## config.mk

```make
export PLATFORM = sky130hd
export DESIGN_NAME = fci_host
export DESIGN_NICKNAME = d
export VERILOG_FILES = /design/src/common/fci_pkg.sv /design/src/logic/fci_bus_cycle.sv /design/src/logic/fci_host.sv
export VERILOG_INCLUDE_DIRS = /design/src /design/src/common
export SDC_FILE = /design/constraint.sdc
export NUM_CORES = 1
export LEC_CHECK = 0
export ABC_AREA = 1
export BUFFER_PORTS_ARGS = -buffer_cell sky130_fd_sc_hd__buf_2
export CAP_MARGIN = 20
export CORE_UTILIZATION = 40
export CTS_BUF_LIST = sky130_fd_sc_hd__clkbuf_4 sky130_fd_sc_hd__clkbuf_8
export CTS_CLUSTER_SIZE = 20
export DETAILED_ROUTE_END_ITERATION = 12
export GPL_ROUTABILITY_DRIVEN = 0
export PLACE_DENSITY = 0.65
export SETUP_SLACK_MARGIN = 0.5
export SYNTH_ARGS = -nofsm -noshare
export SYNTH_HDL_FRONTEND = slang
export SYNTH_SLANG_ARGS = --single-unit
```

## constraint.sdc

```tcl
create_clock -name core_clk -period 6.2 [get_ports core_clk]
set_clock_uncertainty 0.1 [all_clocks]
set_input_delay 0.31 -clock core_clk [delete_from_list [all_inputs] [get_ports core_clk]]
set_output_delay 0.31 -clock core_clk [all_outputs]
set_load 0.005 [all_outputs]
```

## src/common/fci_defs.svh

```systemverilog
// Named constants for the flash command interface host controller.
// Assumes a 125 MHz core clock; all bus timings are derived from it.
`ifndef FCI_DEFS_SVH
`define FCI_DEFS_SVH

// ----------------------------------------------------------------
// Command codes (low byte of a command write)
// ----------------------------------------------------------------
`define FCI_CMD_READ_ARRAY   8'hff
`define FCI_CMD_READ_ID      8'h90
`define FCI_CMD_READ_QUERY   8'h98
`define FCI_CMD_READ_STATUS  8'h70
`define FCI_CMD_CLEAR_STATUS 8'h50
`define FCI_CMD_BUFFER_WRITE 8'he8
`define FCI_CMD_PROGRAM      8'h40
`define FCI_CMD_ERASE        8'h20
`define FCI_CMD_SUSPEND      8'hb0
`define FCI_CMD_CONFIRM      8'hd0
`define FCI_CMD_CONFIG       8'hb8
`define FCI_CMD_LOCK_SETUP   8'h60
`define FCI_CMD_SET_BLOCK    8'h01
`define FCI_CMD_SET_MASTER   8'hf1
`define FCI_CMD_UPPER        8'h00

// ----------------------------------------------------------------
// Status and extended buffer status fields
// ----------------------------------------------------------------
`define FCI_SR_READY_BIT     7
`define FCI_XSR_AVAIL_BIT    7
`define FCI_SR_ERR_MASK      8'h3a

// ----------------------------------------------------------------
// Timing, in ns and in core clock cycles
// ----------------------------------------------------------------
`define FCI_CLK_NS           8
`define FCI_T_SETUP_NS       10
`define FCI_T_WP_NS          70
`define FCI_T_HOLD_NS        30
`define FCI_T_ACC_NS         150
`define FCI_T_RP_NS          100
`define FCI_T_RECOVER_NS     1000
`define FCI_SETUP_CYC   (8'((`FCI_T_SETUP_NS + `FCI_CLK_NS - 1) / `FCI_CLK_NS))
`define FCI_WP_CYC      (8'((`FCI_T_WP_NS + `FCI_CLK_NS - 1) / `FCI_CLK_NS))
`define FCI_HOLD_CYC    (8'((`FCI_T_HOLD_NS + `FCI_CLK_NS - 1) / `FCI_CLK_NS))
`define FCI_ACC_CYC     (8'((`FCI_T_ACC_NS + `FCI_CLK_NS - 1) / `FCI_CLK_NS))
`define FCI_RP_CYC      (8'((`FCI_T_RP_NS + `FCI_CLK_NS - 1) / `FCI_CLK_NS))
`define FCI_RECOVER_CYC (8'((`FCI_T_RECOVER_NS + `FCI_CLK_NS - 1) / `FCI_CLK_NS))
`define FCI_SYNC_CYC         8'h02

`endif

```

## src/common/fci_pkg.sv

```systemverilog
// Types shared by the flash command interface host controller.
// Assumes fci_defs.svh supplies all numeric constants.
package fci_pkg;

  // ----------------------------------------------------------------
  // User operations
  // ----------------------------------------------------------------
  typedef enum logic [3:0] {
    FCI_OP_READ,
    FCI_OP_READ_ARRAY,
    FCI_OP_READ_ID,
    FCI_OP_READ_QUERY,
    FCI_OP_READ_STATUS,
    FCI_OP_CLEAR_STATUS,
    FCI_OP_BUFFER,
    FCI_OP_PROGRAM,
    FCI_OP_ERASE,
    FCI_OP_SUSPEND,
    FCI_OP_RESUME,
    FCI_OP_CONFIG,
    FCI_OP_SET_BLOCK_LOCK,
    FCI_OP_CLEAR_LOCKS,
    FCI_OP_SET_MASTER_LOCK
  } fci_op_t;

  // ----------------------------------------------------------------
  // Sequencer states
  // ----------------------------------------------------------------
  typedef enum logic [3:0] {
    FCI_ST_RST_HOLD,
    FCI_ST_RST_WAIT,
    FCI_ST_IDLE,
    FCI_ST_CMD1,
    FCI_ST_CMD2,
    FCI_ST_READ,
    FCI_ST_XSR,
    FCI_ST_COUNT,
    FCI_ST_DATA,
    FCI_ST_CONFIRM,
    FCI_ST_POLL,
    FCI_ST_FINISH
  } fci_state_t;

endpackage

```

## src/logic/fci_bus_cycle.sv

```systemverilog
// One asynchronous parallel bus cycle (read or write) on the flash pins.
// Assumes the caller pulses go only while idle and waits for done.
`timescale 1ns/1ns
`include "fci_defs.svh"

module fci_bus_cycle
  import fci_pkg::*;
(
  // Clock and reset
  input  wire logic        core_clk,
  input  wire logic        rst_b,
  // Cycle request
  input  wire logic        go,
  input  wire logic        wr,
  input  wire logic [22:0] addr,
  input  wire logic [15:0] wdata,
  output logic             done,
  output logic [15:0]      rdata,
  // Flash pins
  output logic [22:0]      flash_addr,
  output logic [15:0]      flash_dq_o,
  output logic             flash_dq_oe,
  input  wire logic [15:0] flash_dq_i,
  output logic             flash_ce_n,
  output logic             flash_oe_n,
  output logic             flash_we_n
);

  typedef enum logic [2:0] {B_IDLE, B_SETUP, B_STROBE, B_SAMPLE, B_HOLD} fci_bstate_t;

  fci_bstate_t bst_r, bst_nxt;
  logic        wr_r, wr_nxt;
  logic [7:0]  cnt_r, cnt_nxt;
  logic        done_r, done_nxt;
  logic [15:0] rdata_r, rdata_nxt;
  logic [22:0] addr_r, addr_nxt;
  logic [15:0] dqo_r, dqo_nxt;
  logic        oe_r, oe_nxt;
  logic        ce_n_r, ce_n_nxt;
  logic        oen_r, oen_nxt;
  logic        wen_r, wen_nxt;
  logic [15:0] d1_r, d2_r, d3_r;

  // ----------------------------------------------------------------
  // Data bus synchroniser, three stages
  // ----------------------------------------------------------------
  always_ff @(posedge core_clk)
  begin
    d1_r <= flash_dq_i;
    d2_r <= d1_r;
    d3_r <= d2_r;
  end

  // ----------------------------------------------------------------
  // Cycle sequencer
  // ----------------------------------------------------------------
  always_comb
  begin
    bst_nxt   = bst_r;
    wr_nxt    = wr_r;
    cnt_nxt   = cnt_r + 8'h01;
    done_nxt  = 1'b0;
    rdata_nxt = rdata_r;
    addr_nxt  = addr_r;
    dqo_nxt   = dqo_r;
    oe_nxt    = oe_r;
    ce_n_nxt  = ce_n_r;
    oen_nxt   = oen_r;
    wen_nxt   = wen_r;
    case (bst_r)
      B_IDLE:
      begin
        cnt_nxt = 8'h00;
        if (go)
        begin
          wr_nxt   = wr;
          addr_nxt = addr;
          dqo_nxt  = wdata;
          oe_nxt   = wr;
          ce_n_nxt = 1'b0;
          bst_nxt  = B_SETUP;
        end
      end
      B_SETUP:
        if (cnt_r == `FCI_SETUP_CYC - 8'h01)
        begin
          cnt_nxt = 8'h00;
          wen_nxt = ~wr_r;
          oen_nxt = wr_r;
          bst_nxt = B_STROBE;
        end
      B_STROBE:
        if (cnt_r == (wr_r ? `FCI_WP_CYC : `FCI_ACC_CYC) - 8'h01)
        begin
          cnt_nxt = 8'h00;
          // Flash latches address and data on this rising edge
          wen_nxt = 1'b1;
          bst_nxt = wr_r ? B_HOLD : B_SAMPLE;
        end
      B_SAMPLE:
        // Wait for the synchroniser to fill and settle
        if (cnt_r >= `FCI_SYNC_CYC && d2_r == d3_r)
        begin
          cnt_nxt   = 8'h00;
          rdata_nxt = d3_r;
          oen_nxt   = 1'b1;
          bst_nxt   = B_HOLD;
        end
      B_HOLD:
        if (cnt_r == `FCI_HOLD_CYC - 8'h01)
        begin
          ce_n_nxt = 1'b1;
          oe_nxt   = 1'b0;
          done_nxt = 1'b1;
          bst_nxt  = B_IDLE;
        end
      default:
        bst_nxt = B_IDLE;
    endcase
  end

  always_ff @(posedge core_clk)
  begin
    if (!rst_b)
    begin
      bst_r   <= B_IDLE;
      wr_r    <= 1'b0;
      cnt_r   <= 8'h00;
      done_r  <= 1'b0;
      rdata_r <= 16'h0000;
      addr_r  <= 23'h000000;
      dqo_r   <= 16'h0000;
      oe_r    <= 1'b0;
      ce_n_r  <= 1'b1;
      oen_r   <= 1'b1;
      wen_r   <= 1'b1;
    end
    else
    begin
      bst_r   <= bst_nxt;
      wr_r    <= wr_nxt;
      cnt_r   <= cnt_nxt;
      done_r  <= done_nxt;
      rdata_r <= rdata_nxt;
      addr_r  <= addr_nxt;
      dqo_r   <= dqo_nxt;
      oe_r    <= oe_nxt;
      ce_n_r  <= ce_n_nxt;
      oen_r   <= oen_nxt;
      wen_r   <= wen_nxt;
    end
  end

  assign done        = done_r;
  assign rdata       = rdata_r;
  assign flash_addr  = addr_r;
  assign flash_dq_o  = dqo_r;
  assign flash_dq_oe = oe_r;
  assign flash_ce_n  = ce_n_r;
  assign flash_oe_n  = oen_r;
  assign flash_we_n  = wen_r;

endmodule

```

## src/logic/fci_host.sv

```systemverilog
// Host controller that drives a NOR flash command user interface.
// Assumes a single 125 MHz clock and the flash pins wired straight out.
`timescale 1ns/1ns
`include "fci_defs.svh"

module fci_host
  import fci_pkg::*;
(
  // Clock and reset
  input  wire logic        core_clk,
  input  wire logic        rst_b,
  // User command port
  input  wire logic        cmd_valid,
  input  wire fci_op_t     cmd_op,
  input  wire logic [22:0] cmd_addr,
  input  wire logic [15:0] cmd_data,
  input  wire logic [4:0]  cmd_count,
  input  wire logic        cmd_elevate,
  output logic             cmd_ready,
  output logic             done,
  output logic [15:0]      rd_data,
  output logic             status_err,
  output logic             sts_busy,
  // Buffered write data stream
  input  wire logic        buf_valid,
  input  wire logic [15:0] buf_data,
  output logic             buf_ready,
  // Flash pins
  output logic [22:0]      flash_addr,
  output logic [15:0]      flash_dq_o,
  output logic             flash_dq_oe,
  input  wire logic [15:0] flash_dq_i,
  output logic             flash_ce_n,
  output logic             flash_oe_n,
  output logic             flash_we_n,
  output logic             flash_rp_n,
  output logic             flash_rp_hh_en,
  output logic             flash_program_enable_supply_en,
  input  wire logic        flash_sts_i
);

  fci_state_t  st_r, st_nxt;
  fci_op_t     op_r, op_nxt;
  logic        pend_r, pend_nxt;
  logic        go_r, go_nxt;
  logic        bwr_r, bwr_nxt;
  logic [22:0] badr_r, badr_nxt;
  logic [15:0] bdat_r, bdat_nxt;
  logic [7:0]  cnt_r, cnt_nxt;
  logic [4:0]  idx_r, idx_nxt;
  logic [22:0] addr_r, addr_nxt;
  logic [15:0] data_r, data_nxt;
  logic [4:0]  count_r, count_nxt;
  logic        ready_r, ready_nxt;
  logic        done_r, done_nxt;
  logic [15:0] rd_r, rd_nxt;
  logic        err_r, err_nxt;
  logic        bufrdy_r, bufrdy_nxt;
  logic        rp_n_r, rp_n_nxt;
  logic        hh_r, hh_nxt;
  logic        program_enable_supply_r, program_enable_supply_nxt;
  logic        s1_r, s2_r, s3_r;
  logic        busy_r;
  logic        bus_done;
  logic [15:0] bus_rdata;
  logic        req;
  logic        req_wr;
  logic [22:0] req_adr;
  logic [15:0] req_dat;
  logic        fin;

  // ----------------------------------------------------------------
  // Command codes per operation
  // ----------------------------------------------------------------
  // Defined codes leave this table except program data and the config byte; upper byte zero except for program data
  function automatic logic [7:0] first_code(input fci_op_t op);
    case (op)
      FCI_OP_READ_ARRAY:   first_code = `FCI_CMD_READ_ARRAY;
      FCI_OP_READ_ID:      first_code = `FCI_CMD_READ_ID;
      FCI_OP_READ_QUERY:   first_code = `FCI_CMD_READ_QUERY;
      FCI_OP_READ_STATUS:  first_code = `FCI_CMD_READ_STATUS;
      FCI_OP_CLEAR_STATUS: first_code = `FCI_CMD_CLEAR_STATUS;
      FCI_OP_BUFFER:       first_code = `FCI_CMD_BUFFER_WRITE;
      FCI_OP_PROGRAM:      first_code = `FCI_CMD_PROGRAM;
      FCI_OP_ERASE:        first_code = `FCI_CMD_ERASE;
      FCI_OP_SUSPEND:      first_code = `FCI_CMD_SUSPEND;
      FCI_OP_RESUME:       first_code = `FCI_CMD_CONFIRM;
      FCI_OP_CONFIG:       first_code = `FCI_CMD_CONFIG;
      default:             first_code = `FCI_CMD_LOCK_SETUP;
    endcase
  endfunction

  function automatic logic [15:0] second_word(input fci_op_t op, input logic [15:0] d);
    case (op)
      FCI_OP_PROGRAM:         second_word = d;
      FCI_OP_CONFIG:          second_word = {`FCI_CMD_UPPER, d[7:0]};
      FCI_OP_ERASE:           second_word = {`FCI_CMD_UPPER, `FCI_CMD_CONFIRM};
      FCI_OP_SET_BLOCK_LOCK:  second_word = {`FCI_CMD_UPPER, `FCI_CMD_SET_BLOCK};
      FCI_OP_SET_MASTER_LOCK: second_word = {`FCI_CMD_UPPER, `FCI_CMD_SET_MASTER};
      default:                second_word = {`FCI_CMD_UPPER, `FCI_CMD_CONFIRM};
    endcase
  endfunction

  // ----------------------------------------------------------------
  // Sequencer next state
  // ----------------------------------------------------------------
  always_comb
  begin
    st_nxt     = st_r;
    op_nxt     = op_r;
    pend_nxt   = pend_r;
    go_nxt     = 1'b0;
    bwr_nxt    = bwr_r;
    badr_nxt   = badr_r;
    bdat_nxt   = bdat_r;
    cnt_nxt    = cnt_r;
    idx_nxt    = idx_r;
    addr_nxt   = addr_r;
    data_nxt   = data_r;
    count_nxt  = count_r;
    ready_nxt  = ready_r;
    done_nxt   = 1'b0;
    rd_nxt     = rd_r;
    err_nxt    = err_r;
    rp_n_nxt   = rp_n_r;
    hh_nxt     = hh_r;
    program_enable_supply_nxt   = program_enable_supply_r;
    req        = 1'b0;
    req_wr     = 1'b1;
    req_adr    = addr_r;
    req_dat    = {`FCI_CMD_UPPER, first_code(op_r)};
    fin        = pend_r && bus_done;
    case (st_r)
      FCI_ST_RST_HOLD:
      begin
        rp_n_nxt = 1'b0;
        cnt_nxt  = cnt_r + 8'h01;
        if (cnt_r == `FCI_RP_CYC - 8'h01)
        begin
          cnt_nxt  = 8'h00;
          rp_n_nxt = 1'b1;
          st_nxt   = FCI_ST_RST_WAIT;
        end
      end
      FCI_ST_RST_WAIT:
      begin
        cnt_nxt = cnt_r + 8'h01;
        // Flash wakes in array read mode, no command needed
        if (cnt_r == `FCI_RECOVER_CYC - 8'h01)
        begin
          ready_nxt = 1'b1;
          st_nxt    = FCI_ST_IDLE;
        end
      end
      FCI_ST_IDLE:
        if (cmd_valid && ready_r)
        begin
          op_nxt    = cmd_op;
          addr_nxt  = cmd_addr;
          data_nxt  = cmd_data;
          count_nxt = cmd_count;
          idx_nxt   = 5'h00;
          ready_nxt = 1'b0;
          // Supply raised for altering operations and for suspend and resume, not for reads or config
          program_enable_supply_nxt  = cmd_op >= FCI_OP_BUFFER && cmd_op != FCI_OP_CONFIG;
          // Elevated reset level for locked targets, always for master lock
          hh_nxt    = cmd_elevate || cmd_op == FCI_OP_SET_MASTER_LOCK;
          st_nxt    = cmd_op == FCI_OP_READ ? FCI_ST_READ : FCI_ST_CMD1;
        end
      FCI_ST_CMD1:
      begin
        req = 1'b1;
        if (fin)
          case (op_r)
            FCI_OP_READ_ID, FCI_OP_READ_QUERY, FCI_OP_READ_STATUS: st_nxt = FCI_ST_READ;
            FCI_OP_BUFFER:  st_nxt = FCI_ST_XSR;
            FCI_OP_SUSPEND: st_nxt = FCI_ST_POLL;
            FCI_OP_READ_ARRAY, FCI_OP_CLEAR_STATUS, FCI_OP_RESUME: st_nxt = FCI_ST_FINISH;
            default:        st_nxt = FCI_ST_CMD2;
          endcase
      end
      FCI_ST_CMD2:
      begin
        req     = 1'b1;
        req_dat = second_word(op_r, data_r);
        if (fin)
          st_nxt = op_r == FCI_OP_CONFIG ? FCI_ST_FINISH : FCI_ST_POLL;
      end
      FCI_ST_READ:
      begin
        req    = 1'b1;
        req_wr = 1'b0;
        if (fin)
        begin
          rd_nxt = bus_rdata;
          st_nxt = FCI_ST_FINISH;
        end
      end
      FCI_ST_XSR:
      begin
        req    = 1'b1;
        req_wr = 1'b0;
        // No free buffer: repeat the setup write and check again
        if (fin)
          st_nxt = bus_rdata[`FCI_XSR_AVAIL_BIT] ? FCI_ST_COUNT : FCI_ST_CMD1;
      end
      FCI_ST_COUNT:
      begin
        req     = 1'b1;
        req_dat = {`FCI_CMD_UPPER, 3'b000, count_r};
        if (fin)
          st_nxt = FCI_ST_DATA;
      end
      FCI_ST_DATA:
      begin
        if (!pend_r && buf_valid && bufrdy_r)
        begin
          go_nxt   = 1'b1;
          pend_nxt = 1'b1;
          bwr_nxt  = 1'b1;
          badr_nxt = addr_r + {18'h00000, idx_r};
          bdat_nxt = buf_data;
        end
        if (fin)
        begin
          pend_nxt = 1'b0;
          idx_nxt  = idx_r + 5'h01;
          // Exactly N+1 words, then straight to confirm
          if (idx_r == count_r)
            st_nxt = FCI_ST_CONFIRM;
        end
      end
      FCI_ST_CONFIRM:
      begin
        req     = 1'b1;
        req_dat = {`FCI_CMD_UPPER, `FCI_CMD_CONFIRM};
        if (fin)
          st_nxt = FCI_ST_POLL;
      end
      FCI_ST_POLL:
      begin
        // Skip bus reads while the busy pin is still low
        req    = !sts_busy || pend_r;
        req_wr = 1'b0;
        if (fin && bus_rdata[`FCI_SR_READY_BIT])
        begin
          rd_nxt  = bus_rdata;
          err_nxt = |(bus_rdata[7:0] & `FCI_SR_ERR_MASK);
          st_nxt  = FCI_ST_FINISH;
        end
      end
      FCI_ST_FINISH:
      begin
        done_nxt  = 1'b1;
        hh_nxt    = 1'b0;
        program_enable_supply_nxt  = 1'b0;
        ready_nxt = 1'b1;
        st_nxt    = FCI_ST_IDLE;
      end
      default:
        st_nxt = FCI_ST_RST_HOLD;
    endcase
    // Common launch and completion of a single bus cycle
    if (req && !pend_r)
    begin
      go_nxt   = 1'b1;
      pend_nxt = 1'b1;
      bwr_nxt  = req_wr;
      badr_nxt = req_adr;
      bdat_nxt = req_dat;
    end
    if (fin)
      pend_nxt = 1'b0;
    bufrdy_nxt = st_nxt == FCI_ST_DATA && !pend_nxt;
  end

  // ----------------------------------------------------------------
  // Registers
  // ----------------------------------------------------------------
  always_ff @(posedge core_clk)
  begin
    if (!rst_b)
    begin
      st_r <= FCI_ST_RST_HOLD;
      op_r <= FCI_OP_READ;
      pend_r <= 1'b0;
      go_r <= 1'b0;
      bwr_r <= 1'b0;
      badr_r <= 23'h000000;
      bdat_r <= 16'h0000;
      cnt_r <= 8'h00;
      idx_r <= 5'h00;
      addr_r <= 23'h000000;
      data_r <= 16'h0000;
      count_r <= 5'h00;
      ready_r <= 1'b0;
      done_r <= 1'b0;
      rd_r <= 16'h0000;
      err_r <= 1'b0;
      bufrdy_r <= 1'b0;
      rp_n_r <= 1'b0;
      hh_r <= 1'b0;
      program_enable_supply_r <= 1'b0;
      s1_r <= 1'b1;
      s2_r <= 1'b1;
      s3_r <= 1'b1;
      busy_r <= 1'b0;
    end
    else
    begin
      st_r <= st_nxt;
      op_r <= op_nxt;
      pend_r <= pend_nxt;
      go_r <= go_nxt;
      bwr_r <= bwr_nxt;
      badr_r <= badr_nxt;
      bdat_r <= bdat_nxt;
      cnt_r <= cnt_nxt;
      idx_r <= idx_nxt;
      addr_r <= addr_nxt;
      data_r <= data_nxt;
      count_r <= count_nxt;
      ready_r <= ready_nxt;
      done_r <= done_nxt;
      rd_r <= rd_nxt;
      err_r <= err_nxt;
      bufrdy_r <= bufrdy_nxt;
      rp_n_r <= rp_n_nxt;
      hh_r <= hh_nxt;
      program_enable_supply_r <= program_enable_supply_nxt;
      s1_r <= flash_sts_i;
      s2_r <= s1_r;
      s3_r <= s2_r;
      // Busy level changes only once the last two stages agree
      if (s2_r == s3_r)
        busy_r <= ~s3_r;
    end
  end

  assign cmd_ready      = ready_r;
  assign done           = done_r;
  assign rd_data        = rd_r;
  assign status_err     = err_r;
  assign sts_busy       = busy_r;
  assign buf_ready      = bufrdy_r;
  assign flash_rp_n     = rp_n_r;
  assign flash_rp_hh_en = hh_r;
  assign flash_program_enable_supply_en  = program_enable_supply_r;

  // ----------------------------------------------------------------
  // Bus cycle engine
  // ----------------------------------------------------------------
  fci_bus_cycle u_bus (
    .core_clk    (core_clk),
    .rst_b       (rst_b),
    .go          (go_r),
    .wr          (bwr_r),
    .addr        (badr_r),
    .wdata       (bdat_r),
    .done        (bus_done),
    .rdata       (bus_rdata),
    .flash_addr  (flash_addr),
    .flash_dq_o  (flash_dq_o),
    .flash_dq_oe (flash_dq_oe),
    .flash_dq_i  (flash_dq_i),
    .flash_ce_n  (flash_ce_n),
    .flash_oe_n  (flash_oe_n),
    .flash_we_n  (flash_we_n)
  );

endmodule

```

==> key figures <==
Detailed routing
  • Antenna viol nets, final: 0
  • Via Count: 10300
  • Vias per inst: 4.79
  • Residual DRC count: 0
  • Wire length per cell: 13.7 um
  • Iteration-0 DRC count of the detailed router: 625
  • Total Wirelength: 29.3 mm
  • Total iterations of the first detailed-routing run: 5

Floorplanning
  • Row cnt: 60
  • Die outline width: 169 um
  • Die Y-Extent: 169 um
  • Core area: 27200 sq um
  • Top Ports: 153
  • Die ar.: 28500 sq um
  • Initial core utilization: 41.0%

Yosys
  • Post-synth top cells: nand2_1, dfxtp_1, nor2_1
  • Register bit count reported by yosys: 264
  • Syn nets: 1618
  • Most common cell in the netlist: nand2_1
  • Cells after synthesis: 1514
  • Synth area leader: dfxtp_1
  • Sequential fraction of the synthesis area: 47.4%
  • Post-synth top flop: dfxtp_1
  • Area contributors post-synth: dfxtp_1, nand2_1, nor2_1
  • Mapped cell area: 11100 sq um
  • Async SR Flop Fraction: 0%
  • Syn avg cell area: 7.36 sq um
  • Post-synth EDFFs: 0
  • Synthesis Warnings: 0
  • Synth top area share: 47.4%
  • Yosys cell types: 48

Critical path
  • Slowest cell on the critical path: buf_4
  • Max FO, Critical Path: 84
  • Max incr delay on CP: 0.63 ns
  • Reg2reg start: st_r[0]$_SDFF_PN0_
  • Critical Path Most Common Cell: nand2_2
  • Critical path required time: 6.54 ns
  • Setup crit start: st_r[0]$_SDFF_PN0_
  • Critical path type: flop to flop
  • CP Cell Sequence: inv_1 > nand2_2 > nor2_4 > nand2_2 > buf_4 > inv_2 > or2_1 > nand2_2 > inv_2 > ha_1 > inv_1 > nand2_1 > a32o_1
  • R2R cell count: 13
  • CP endpoint kind: flop
  • R2r setup slk: 3.14 ns
  • Startpoint Class: flop
  • Worst path top cell family by delay: buffers and inverters
  • Levels on crit path: 13
  • CP Buf/Inv Count: 5
  • CP arrival: 3.39 ns

Clocking
  • Hold buffers post-CTS: 74
  • CTS clock-pin slew for the worst setup and hold paths: 0.06 ns
  • H-tree Lvls: 2
  • TritonCTS clock tree: built
  • Root Driver: clkbuf_8
  • Num Clock Sinks: 264
  • Clock buffer depth: 3
  • Post-CTS Setup Inserts: 0
  • Cts repair resizes: 0
  • Clock Latency Late Sink: 0.55 ns
  • Clock buffer count from CTS: 44

STA
  • Max-slew violations: 0
  • F_max: 0.327 GHz
  • Worst Tran Pin Value: 1.04 ns
  • Final setup violation count: 0
  • Final TNS setup: 0 ns
  • Post-layout min period: 3.06 ns
  • Setup ws final: 3.14 ns
  • Crit share post-route: 49.3%
  • Relative slew slack: 30.7%
  • Final Hold Viols: 0
  • Unrepaired setup endpoints after global routing: false

Global route
  • Pin count of the biggest net entering global routing: 89
  • Overflow after GRT: 0
  • Initial antenna violation count: 0
  • Vias in the first global route: 9748
  • Total GRT Usage: 20.6%
  • Wire length of the first global-routing pass: 47.4 mm

Pwr
  • Comb pwr share: 6.9%
  • VDD IR-drop max: 211 uV
  • P_int: 2.72 mW
  • Clk network pwr share: 44.2%
  • Tot Pwr: 3.59 mW
  • Standby leakage power: 6.46 nW
  • Net Switching: 873 uW
  • Switching share of total power: 24.3%
  • P per Cell Area: 260 nW/um^2
  • Seq pwr share: 48.9%

Layout
  • Layout cells sized above 1: 16.2%
  • Fillers: 2736
  • Nets: 1839
  • Diode count: 0
  • Synth-to-Final Area Change: 23.8%

Worst hold path
  • Hold Path Class: input port to flop
  • Hold Path Stages: 5

Placement
  • DP Wirelength: 20.4 mm
  • Post-place setup slack: 3.15 ns
  • Port Buffers: 152

Run status
  • Run status: completed

Flow run
  • Maxcap violations: 0
[flip-flops by register name (all words and copies together), names as in the netlist, 3 cells and up, named ones only]
register	cells
addr_r	23
badr_r	23
bdat_r	16
cnt_r	8
count_r	5
data_r	16
idx_r	5
op_r	4
rd_data	16
st_r	4
u_bus.bst_r	3
u_bus.cnt_r	8
u_bus.d1_r	16
u_bus.d2_r	16
u_bus.d3_r	16
u_bus.flash_addr	23
u_bus.flash_dq_o	16
u_bus.rdata	16
[metrics by stage]
| stage | area [sq um] | cells | util, % | hold WS [ns] |
|---|---|---|---|---|
| 3_3_place_gp | 12100 | 1987 | 44.7 | 0.211 |
| 6_report | 13800 | 2140 | 50.8 | 0.0191 |
| 3_5_place_dp | 12100 | 1987 | 44.7 | 0.213 |
| 5_1_grt | 13800 | 2140 | 50.8 | 0.0296 |
| 4_1_cts | 13800 | 2140 | 50.8 | 0.000404 |
| 2_1_floorplan | 11100 | 1514 | - | 0.210 |
[cell type report]
| cell class | count | area [sq um] | area share [%] |
|---|---|---|---|
| Sequential cell | 264 | 5290 | 38.3 |
| Multi-Input combinational cell | 1008 | 4880 | 35.4 |
| Timing Repair Buffer | 232 | 1550 | 11.2 |
| Clock buffer | 62 | 791 | 5.73 |
| Inverter | 185 | 697 | 5.05 |
| Tap cell | 372 | 465 | 3.37 |
| Clock inverter | 17 | 134 | 0.970 |
[power by group through the flow]
stage          sequential, mW  combinational, mW  clock, mW
3_3_place_gp             1.79              0.210          0
4_1_cts                  1.75              0.248       1.63
2_1_floorplan            1.79              0.147          0
6_report                 1.76              0.248       1.59
5_1_grt                  1.76              0.279       1.70
3_5_place_dp             1.79              0.212          0
[logic make-up (layout without fill, tap and decap cells)]
| logic type | count (synthesis) | count (layout) | share of synthesized area [%] |
|---|---|---|---|
| flops | 264 | 264 | 47.4 |
| compound gates | 307 | 307 | 15.0 |
| buf+inv | 242 | 496 | 8.86 |
| simple gates | 665 | 665 | 25.3 |
| xor+xnor | 18 | 18 | 1.41 |
| fa+ha+maj | 18 | 18 | 2.09 |
[cells in the final DEF (no fill, tap or decap), types with 5 or more instances in the layout]
master / instances
nor3_1: 16
inv_2: 11
xor2_1: 13
o21ai_1: 14
xnor2_1: 5
nand4_1: 19
or2_2: 7
nor2_1: 177
dlygate4sd3_1: 74
clkbuf_8: 52
a31oi_1: 5
o21ai_0: 133
nor4_1: 5
nand2_2: 8
buf_2: 151
inv_1: 171
buf_4: 7
clkinv_2: 12
ha_1: 17
o22ai_1: 5
dfxtp_1: 264
clkbuf_4: 10
nand2_1: 349
o211ai_1: 24
a21oi_1: 110
nor2_4: 6
nand3_1: 61
[worst min-delay path: cells and delay by family]
family | cells | cell delay [ns]
buffers and inverters | 1 | 0.09
and+or+nand+nor | 4 | 0.24
[how the worst min path moves through the flow]
stage | from | to | slack [ns]
6_report | buf_data[0] | bdat_r[0]$_SDFFE_PN0P_ | 0.02
2_1_floorplan | u_bus.d1_r[0]$_DFF_P_ | u_bus.d2_r[0]$_DFF_P_ | 0.21
5_1_grt | buf_data[3] | bdat_r[3]$_SDFFE_PN0P_ | 0.03
3_5_place_dp | u_bus.d1_r[13]$_DFF_P_ | u_bus.d2_r[13]$_DFF_P_ | 0.21
3_3_place_gp | u_bus.d1_r[13]$_DFF_P_ | u_bus.d2_r[13]$_DFF_P_ | 0.21
4_1_cts | buf_data[3] | bdat_r[3]$_SDFFE_PN0P_ | 0.0004
[routing by layer]
| layer | routed length (um) | vias up | global-route usage, % |
|---|---|---|---|
| met5 | 0 | - | 0 |
| met4 | 1260 | 0 | 10.2 |
| met3 | 1720 | 74 | 3.83 |
| met2 | 13400 | 305 | 34.7 |
| met1 | 13000 | 4563 | 25.2 |
| li1 | - | 5310 | - |
Power figures use the tool's default switching activity.
